<file path="config.mk">
export PLATFORM = sky130hd
export DESIGN_NAME = ccl_top
export DESIGN_NICKNAME = d
export VERILOG_FILES = /design/src/ccl_pkg.sv /design/src/ccl_sync.sv /design/src/ccl_top.sv
export SDC_FILE = /design/constraint.sdc
export NUM_CORES = 1
export LEC_CHECK = 0
export ABC_AREA = 1
export BUFFER_PORTS_ARGS = -buffer_cell sky130_fd_sc_hd__buf_2
export CAP_MARGIN = 15
export CORE_MARGIN = 1.5
export CORE_UTILIZATION = 49
export CTS_CLUSTER_SIZE = 8
export DETAILED_ROUTE_END_ITERATION = 16
export HOLD_SLACK_MARGIN = 0.15
export PLACE_DENSITY = 0.81
export SYNTH_ARGS = -nofsm -noshare
export SYNTH_HDL_FRONTEND = slang
export SYNTH_SLANG_ARGS = --single-unit
</file>
<file path="constraint.sdc">
create_clock -name i_clk -period 2.36 [get_ports i_clk]
set_input_delay 0.118 -clock i_clk [delete_from_list [all_inputs] [get_ports i_clk]]
set_output_delay 0.118 -clock i_clk [all_outputs]
set_load 0.02 [all_outputs]
</file>
<file path="src/ccl_pkg.sv">
// Purpose: Shared constants and types for the comparator control logic.
// Assumes: 8-bit registers, each on one aligned 32-bit Avalon-MM word.
// Notes:   Register indices are word indices; the byte address is four times the index.
package ccl_pkg;

	// ----------------------------------------------------------------
	// Register map
	// ----------------------------------------------------------------
	localparam int unsigned CCL_ADDR_W       = 8;
	localparam logic [5:0]  CCL_IDX_DIN_DIS  = 6'h17;
	localparam logic [5:0]  CCL_IDX_CTRL     = 6'h1F;
	localparam logic [5:0]  CCL_IDX_INSEL    = 6'h20;
	localparam logic [5:0]  CCL_IDX_IRQ_STAT = 6'h21;
	localparam logic [5:0]  CCL_IDX_IRQ_MASK = 6'h22;

	// ----------------------------------------------------------------
	// Field positions and reset values
	// ----------------------------------------------------------------
	localparam int unsigned CCL_CTRL_FLAG_BIT  = 4;
	localparam int unsigned CCL_CTRL_RES_BIT   = 5;
	localparam logic [7:0]  CCL_CTRL_RST       = 8'h00;
	localparam logic [7:0]  CCL_INSEL_RST      = 8'h00;
	localparam logic [7:0]  CCL_DIN_DIS_RST    = 8'h00;
	localparam logic [1:0]  CCL_IRQ_RST        = 2'h0;
	localparam int unsigned CCL_IRQ_EV_FLAG    = 0;
	localparam int unsigned CCL_IRQ_EV_TOGGLE  = 1;
	localparam int unsigned CCL_CMP_PIN_BITS   = 2;

	// ----------------------------------------------------------------
	// Timing
	// ----------------------------------------------------------------
	localparam int unsigned CCL_SYNC_STAGES = 2;

	typedef enum logic [1:0] {
		CCL_MODE_TOGGLE   = 2'h0,
		CCL_MODE_RESERVED = 2'h1,
		CCL_MODE_FALL     = 2'h2,
		CCL_MODE_RISE     = 2'h3
	} ccl_mode_t;

	typedef struct packed {
		logic      comparator_power_off;
		logic      bandgap_enable;
		logic      comparator_result;
		logic      comparator_irq_flag;
		logic      comparator_irq_enable;
		logic      capture_connect;
		ccl_mode_t irq_mode;
	} ccl_ctrl_t;

	typedef struct packed {
		logic [5:0] reserved;
		logic       result_pin_enable;
		logic       positive_input_select;
	} ccl_insel_t;

endpackage

</file>
<file path="src/ccl_sync.sv">
// Purpose: Two-stage level synchroniser for the raw comparator output.
// Assumes: Input may change at any time relative to i_clk.
// Notes:   The first stage feeds only the second stage.
`timescale 1ns/100ps
module ccl_sync
	import ccl_pkg::*;
(
	input  wire logic i_clk,
	input  wire logic i_sys_rst,
	input  wire logic i_async,
	output logic      o_sync
);

	logic [CCL_SYNC_STAGES-1:0] stage;
	logic [CCL_SYNC_STAGES-1:0] next_stage;

	always_comb
	begin
		next_stage = {stage[CCL_SYNC_STAGES-2:0], i_async};
	end

	always_ff @(posedge i_clk)
	begin
		if (i_sys_rst)
			stage <= '0;
		else
			stage <= next_stage;
	end

	assign o_sync = stage[CCL_SYNC_STAGES-1];

endmodule

</file>
<file path="src/ccl_top.sv">
// Purpose: Control logic around an analog comparator with an Avalon-MM register slave.
// Assumes: Pin and core inputs other than i_comparator_raw are synchronous to i_clk.
// Notes:   One answer per request; waitrequest drops one cycle after the request appears.
// Notes on behaviour
// result bit high when positive exceeds negative
// raw result synchronised, one to two cycles
// flag set on selected synchronised event
// request needs flag, enable and global enable
// vector taken or write-one clears flag
// mode: toggle, reserved, falling, rising
// power-off bit switches comparator off
// software disables interrupt before mode change
// bandgap enable bit drives reference on
// select bit picks bandgap or positive pin
// software enables bandgap before selecting it
// capture connect routes result to timer
// software enables timer capture interrupt too
// output enable drives result onto pin
// input disable bits zero the port reads
// only bits 1:0 act on comparator pins
// software clears converter power reduction first
// edges need previous sample, none after reset
//
// Chosen here: the Avalon-MM interface to the registers.
`timescale 1ns/100ps
module ccl_top
	import ccl_pkg::*;
(
	input  wire logic                  i_clk,
	input  wire logic                  i_sys_rst,
	input  wire logic [CCL_ADDR_W-1:0] i_avs_address,
	input  wire logic                  i_avs_read,
	input  wire logic                  i_avs_write,
	input  wire logic [31:0]           i_avs_writedata,
	input  wire logic [3:0]            i_avs_byteenable,
	output logic      [31:0]           o_avs_readdata,
	output logic                       o_avs_waitrequest,
	input  wire logic                  i_comparator_raw,
	input  wire logic                  i_global_irq_enable,
	input  wire logic                  i_irq_vector_taken,
	input  wire logic [7:0]            i_port_pin,
	output logic      [7:0]            o_port_pin_value,
	output logic                       o_comparator_power_off,
	output logic                       o_bandgap_enable,
	output logic                       o_positive_input_select,
	output logic                       o_capture_input,
	output logic                       o_result_pin,
	output logic                       o_result_pin_oe,
	output logic      [7:0]            o_digital_input_disable,
	output logic      [1:0]            o_comparator_pin_disable,
	output logic                       o_comparator_irq_req,
	output logic                       o_irq
);

	// ----------------------------------------------------------------
	// Helpers
	// ----------------------------------------------------------------
	function automatic logic hit(input logic [CCL_ADDR_W-1:0] addr, input logic [5:0] idx);
		hit = (addr[1:0] == 2'h0) && (addr[CCL_ADDR_W-1:2] == idx);
	endfunction

	function automatic logic edge_event(input ccl_mode_t mode, input logic cur, input logic prev);
		case (mode)
			CCL_MODE_TOGGLE: edge_event = cur ^ prev;
			CCL_MODE_FALL:   edge_event = prev & ~cur;
			CCL_MODE_RISE:   edge_event = cur & ~prev;
			default:         edge_event = 1'b0;
		endcase
	endfunction

	// ----------------------------------------------------------------
	// Comparator result synchroniser
	// ----------------------------------------------------------------
	logic result_sync;

	ccl_sync u_sync
	(
		.i_clk     (i_clk),
		.i_sys_rst (i_sys_rst),
		.i_async   (i_comparator_raw),
		.o_sync    (result_sync)
	);

	// ----------------------------------------------------------------
	// State
	// ----------------------------------------------------------------
	ccl_ctrl_t   ctrl;
	ccl_ctrl_t   next_ctrl;
	ccl_insel_t  insel;
	ccl_insel_t  next_insel;
	logic [7:0]  din_dis;
	logic [7:0]  next_din_dis;
	logic [1:0]  irq_stat;
	logic [1:0]  next_irq_stat;
	logic [1:0]  irq_mask;
	logic [1:0]  next_irq_mask;
	logic        prev_result;
	logic        prev_valid;
	logic        wait_q;
	logic        next_wait;
	logic [31:0] rdata;
	logic [31:0] next_rdata;
	logic        cmp_event;
	logic        toggle_event;
	logic        req;
	logic        wr_done;
	logic        wr_lane;

	assign req     = i_avs_read | i_avs_write;
	assign wr_done = i_avs_write & ~wait_q;
	assign wr_lane = wr_done & i_avs_byteenable[0];

	// Previous sample is only trusted once one sample has been taken.
	assign cmp_event    = prev_valid & edge_event(ctrl.irq_mode, result_sync, prev_result);
	assign toggle_event = prev_valid & (result_sync ^ prev_result);

	// ----------------------------------------------------------------
	// Register next values
	// ----------------------------------------------------------------
	always_comb
	begin
		next_ctrl     = ctrl;
		next_insel    = insel;
		next_din_dis  = din_dis;
		next_irq_mask = irq_mask;
		next_ctrl.comparator_result = result_sync;
		if (wr_lane && hit(i_avs_address, CCL_IDX_CTRL))
		begin
			next_ctrl.comparator_power_off  = i_avs_writedata[7];
			next_ctrl.bandgap_enable        = i_avs_writedata[6];
			next_ctrl.comparator_irq_enable = i_avs_writedata[3];
			next_ctrl.capture_connect       = i_avs_writedata[2];
			next_ctrl.irq_mode              = ccl_mode_t'(i_avs_writedata[1:0]);
		end
		if (wr_lane && hit(i_avs_address, CCL_IDX_INSEL))
		begin
			next_insel.result_pin_enable     = i_avs_writedata[1];
			next_insel.positive_input_select = i_avs_writedata[0];
		end
		if (wr_lane && hit(i_avs_address, CCL_IDX_DIN_DIS))
			next_din_dis = i_avs_writedata[7:0];
		if (wr_lane && hit(i_avs_address, CCL_IDX_IRQ_MASK))
			next_irq_mask = i_avs_writedata[1:0];
		// A new event wins over a clear in the same cycle.
		next_ctrl.comparator_irq_flag = cmp_event | (ctrl.comparator_irq_flag
			& ~i_irq_vector_taken
			& ~(wr_lane && hit(i_avs_address, CCL_IDX_CTRL)
				&& i_avs_writedata[CCL_CTRL_FLAG_BIT]));
		next_irq_stat = irq_stat;
		if (wr_lane && hit(i_avs_address, CCL_IDX_IRQ_STAT))
			next_irq_stat = irq_stat & ~i_avs_writedata[1:0];
		next_irq_stat[CCL_IRQ_EV_FLAG]   = next_irq_stat[CCL_IRQ_EV_FLAG] | cmp_event;
		next_irq_stat[CCL_IRQ_EV_TOGGLE] = next_irq_stat[CCL_IRQ_EV_TOGGLE] | toggle_event;
	end

	// ----------------------------------------------------------------
	// Bus answer next values
	// ----------------------------------------------------------------
	always_comb
	begin
		next_wait  = ~(req & wait_q);
		next_rdata = rdata;
		if (req && wait_q)
		begin
			next_rdata = 32'h0000_0000;
			// The live synchroniser output is returned, so the lag stays at one to two cycles.
			if (hit(i_avs_address, CCL_IDX_CTRL))
				next_rdata[7:0] = {ctrl[7:6], result_sync, ctrl[4:0]};
			else if (hit(i_avs_address, CCL_IDX_INSEL))
				next_rdata[7:0] = {6'h00, insel.result_pin_enable, insel.positive_input_select};
			else if (hit(i_avs_address, CCL_IDX_DIN_DIS))
				next_rdata[7:0] = din_dis;
			else if (hit(i_avs_address, CCL_IDX_IRQ_STAT))
				next_rdata[1:0] = irq_stat;
			else if (hit(i_avs_address, CCL_IDX_IRQ_MASK))
				next_rdata[1:0] = irq_mask;
			else
				next_rdata = 32'h0000_0000;
		end
	end

	// ----------------------------------------------------------------
	// Registers
	// ----------------------------------------------------------------
	always_ff @(posedge i_clk)
	begin
		if (i_sys_rst)
		begin
			ctrl                     <= ccl_ctrl_t'(CCL_CTRL_RST);
			insel                    <= ccl_insel_t'(CCL_INSEL_RST);
			din_dis                  <= CCL_DIN_DIS_RST;
			irq_stat                 <= CCL_IRQ_RST;
			irq_mask                 <= CCL_IRQ_RST;
			prev_result              <= 1'b0;
			prev_valid               <= 1'b0;
			wait_q                   <= 1'b1;
			rdata                    <= 32'h0000_0000;
			o_port_pin_value         <= 8'h00;
			o_comparator_power_off   <= 1'b0;
			o_bandgap_enable         <= 1'b0;
			o_positive_input_select  <= 1'b0;
			o_capture_input          <= 1'b0;
			o_result_pin             <= 1'b0;
			o_result_pin_oe          <= 1'b0;
			o_digital_input_disable  <= 8'h00;
			o_comparator_pin_disable <= 2'h0;
			o_comparator_irq_req     <= 1'b0;
			o_irq                    <= 1'b0;
		end
		else
		begin
			ctrl                     <= next_ctrl;
			insel                    <= next_insel;
			din_dis                  <= next_din_dis;
			irq_stat                 <= next_irq_stat;
			irq_mask                 <= next_irq_mask;
			prev_result              <= result_sync;
			prev_valid               <= 1'b1;
			wait_q                   <= next_wait;
			rdata                    <= next_rdata;
			o_port_pin_value         <= i_port_pin & ~din_dis;
			o_comparator_power_off   <= ctrl.comparator_power_off;
			o_bandgap_enable         <= ctrl.bandgap_enable;
			o_positive_input_select  <= insel.positive_input_select;
			o_capture_input          <= result_sync & ctrl.capture_connect;
			o_result_pin             <= result_sync & insel.result_pin_enable;
			o_result_pin_oe          <= insel.result_pin_enable;
			o_digital_input_disable  <= din_dis;
			o_comparator_pin_disable <= din_dis[CCL_CMP_PIN_BITS-1:0];
			o_comparator_irq_req     <= ctrl.comparator_irq_flag
				& ctrl.comparator_irq_enable & i_global_irq_enable;
			o_irq                    <= |(irq_stat & irq_mask);
		end
	end

	assign o_avs_readdata    = rdata;
	assign o_avs_waitrequest = wait_q;

	// ----------------------------------------------------------------
	// Checks
	// ----------------------------------------------------------------
	a_sync_delay: assert property (@(posedge i_clk) disable iff (i_sys_rst)
		1 ##2 (ctrl.comparator_result == $past(i_comparator_raw, 3)))
		else $error("synchronised result does not follow raw input");

	a_rise_sets_flag: assert property (@(posedge i_clk) disable iff (i_sys_rst)
		(prev_valid && ctrl.irq_mode == CCL_MODE_RISE && result_sync && !prev_result)
		|=> ctrl.comparator_irq_flag)
		else $error("rising edge did not set the flag");

	a_fall_sets_flag: assert property (@(posedge i_clk) disable iff (i_sys_rst)
		(prev_valid && ctrl.irq_mode == CCL_MODE_FALL && !result_sync && prev_result)
		|=> ctrl.comparator_irq_flag)
		else $error("falling edge did not set the flag");

	a_reserved_quiet: assert property (@(posedge i_clk) disable iff (i_sys_rst)
		(ctrl.irq_mode == CCL_MODE_RESERVED && !ctrl.comparator_irq_flag)
		|=> !ctrl.comparator_irq_flag)
		else $error("reserved mode set the flag");

	a_vector_clears: assert property (@(posedge i_clk) disable iff (i_sys_rst)
		(i_irq_vector_taken && !cmp_event) |=> !ctrl.comparator_irq_flag)
		else $error("vector taken did not clear the flag");

	a_irq_request: assert property (@(posedge i_clk) disable iff (i_sys_rst)
		(ctrl.comparator_irq_flag && ctrl.comparator_irq_enable && i_global_irq_enable)
		|=> o_comparator_irq_req)
		else $error("interrupt request missing");

	a_capture_gate: assert property (@(posedge i_clk) disable iff (i_sys_rst)
		!ctrl.capture_connect |=> !o_capture_input)
		else $error("capture input driven while disconnected");

	a_result_pin: assert property (@(posedge i_clk) disable iff (i_sys_rst)
		insel.result_pin_enable |=> (o_result_pin == $past(result_sync)) && o_result_pin_oe)
		else $error("result pin does not carry the result");

	a_port_zero: assert property (@(posedge i_clk) disable iff (i_sys_rst)
		1 |=> (o_port_pin_value & $past(din_dis)) == 8'h00)
		else $error("disabled input reads nonzero");

	a_no_first_edge: assert property (@(posedge i_clk)
		i_sys_rst |=> !cmp_event)
		else $error("event detected right after reset");

	a_bus_answer: assert property (@(posedge i_clk) disable iff (i_sys_rst)
		(req && wait_q) |=> !o_avs_waitrequest ##1 o_avs_waitrequest)
		else $error("bus answer not one cycle after request");

endmodule

</file>
==> metrics.txt <==
CTS tree=yes; cell area after synthesis=2460 sq um; Area growth syn-to-layout=25.0%; pre-CTS setup slack=1.01 ns; overall power=2.06 mW; Max Clock Freq=746 MHz; Clock Sinks=58; area of the multi-input gates=961 sq um; vias in the first global route=1926; Die W=73.8 um; Worst EP required=2.62 ns; DPL Wire Length=3.73 mm; GRT Total Usage=21.8%; Period Utilization, post-route=56.8%; sequential area share after synthesis=47.3%; Setup Buffers After CTS=0; Ant. Diodes=0; Slew @ Worst Pin=0.670 ns; Clock Tree Root=clkbuf_8; critical-path cell list=inv_1, ha_1, o32ai_1, nand2_1, a21oi_1; max-slew violations=0; crit start category=register; via/cell ratio=4.62; # setup viols final=0; leading area contributor after synthesis=dfxtp_1; Routed Antenna Nets=0; Seq cells post-synth=58; largest cells by area after synthesis=dfxtp_1 47%, buf_4 8.2%, nand2_1 6.6%; Initial Util=51.3%; Fill cells=431; Clock Skew=0.00732 ns; Worst path top cell family by delay=compound AO/OA/AOI/OAI gates; largest net degree at the start of global routing=34; Max-slew headroom=55.3%; core box area=4790 sq um; H-tree levels=3; port bufs=66; num ports=118; fin area=3070 sq um; peak supply drop=0.000410 V; Reg area=1160 sq um; Post-Route Setup TNS=0 ns; final wirelength=5.55 mm; DR WL/cell=12.1 um; most frequent cells in the layout=66 x buf_2, 58 x dfxtp_1, 43 x nand2_1; Final Hold Fails=0; grt total ovfl=0; Worst-Skew Late Latency=0.33 ns; P_leak=1.51 nW; Clk pin slew, worst setup/hold paths=0.07 ns; vias=2122; Iteration-0 DRC Markers=130; die area=5450 sq um; Final nets=448; worst hold path class=in -> reg; Cell Area, Placed=2710 sq um; outcome=finished clean; Inserted Clock Buffers=9; drt first pass iters=4; min Tclk post-route=1.34 ns; clock buffer depth=2; FP Rows=25; # DRC=0; crit-path max cell delay=0.34 ns; initial antenna violation count=0; count of unique library cells instantiated by Yosys=29; critical path peak fanout=5; PD cells=672 nW/um^2; Yosys top cell area share=47.3%; critical path's slowest cell=dfxtp_1; RSZ-0062 raised after global routing=false; Post-Synthesis Cells=303; slack of the critical path=1.02 ns; Die Y=73.8 um; Synth Warn #=0; Arr. time, crit path=1.60 ns; Critical path buffers and inverters=1; CP Capture Type=register; layout cell share with drive strength beyond 1=26.5%; first-pass GRT wire length=8.82 mm; crit path kind=reg -> reg; GPL Wtd Cong=0.901; commonest non-fill, non-tap cell in the layout=buf_2; Max-Cap Viols=0; synthesized area per cell=8.11 sq um
-- synthesized netlist by cell type, drive strengths merged --
cell type and n:
a21oi 24, buf 30, clkbuf 4, conb 1, dfxtp 58, ha 2, inv 45, nand2 48
nand3 14, nand4 5, nor2 36, nor3 3, o21ai 23, o21bai 2, o221ai 6, o32ai 1
or2 1
-- power breakdown --
part | leakage, nW | total, mW | internal (mW) | switching (mW)
Combinational | 0.952 | 0.234 | 0.0805 | 0.153
Clock | 0.0847 | 0.819 | 0.408 | 0.410
Sequential | 0.472 | 1.01 | 1.00 | 0.0103
Total | 1.51 | 2.06 | 1.49 | 0.574
-- worst reg2reg max path, delay by kind of cell (launching register included) --
| family | cells | cell delay (ns) |
|---|---|---|
| flops | 1 | 0.34 |
| buf+inv | 1 | 0.10 |
| simple gates | 1 | 0.13 |
| compound gates | 2 | 0.38 |
| fa+ha+maj | 1 | 0.33 |
-- layer usage --
layer	GRT usage, %	wire, um	vias up
met1	27.7	2510	940
met3	4.94	370	7
met5	0	0	-
met4	10.9	87	0
met2	34.5	2580	91
li1	-	-	1084
-- registers in the layout, indices dropped and copies added, names as in the netlist, 2 cells and up --
name                     cells
irq_mask                     2
o_digital_input_disable      8
u_sync.stage                 2
irq_stat                     2
o_port_pin_value             8
insel                        2
o_avs_readdata               8
din_dis                      8
ctrl                         7
-- layout make-up --
cell class              instances  area share [%]
clock inverters                 6            1.34
flip-flops and latches         58            37.8
multi-input cells             189            31.3
inverters                      45            5.74
clock buffers                  10            4.48
repair buffers                 84            16.6
well taps                      67            2.73
-- stage by stage --
stage                     util (%)  instances  hold WS, ns
after floorplan                  -        326        0.225
after global placement        56.7        425        0.321
after detailed placement      56.7        425        0.328
after CTS                     64.2        459        0.153
after global routing          64.2        459        0.159
final                         64.2        459        0.158
-- repair_timing --
action / CTS / global route
hold buffers: 18 / 0
endpoints found under the hold margin: 24 / 0
gates resized for setup: 0 / 0
-- logic make-up (layout without fill, tap and decap cells) --
kind of cell             Yosys count  after routing  share of synthesized area [%]
buffers and inverters             79            145                           17.2
AND/OR/NAND/NOR                  107            107                           21.1
flip-flops                        58             58                           47.3
adder cells (fa/ha/maj)            2              2                           1.02
other                              1             24                          0.153
AO/OA/AOI/OAI                     56             56                           13.3
-- final timing paths --
path / startpoint / slack [ns] / to / cells after the start
min: i_avs_writedata[0] / 0.16 / ctrl[0] / 3
max reg2reg: u_sync.stage[1] / 1.02 / ctrl[4] / 5
max: u_sync.stage[1] / 1.02 / ctrl[4] / 5
min reg2reg: u_sync.stage[0] / 0.40 / u_sync.stage[1] / 2
Power figures use the tool's default switching activity.
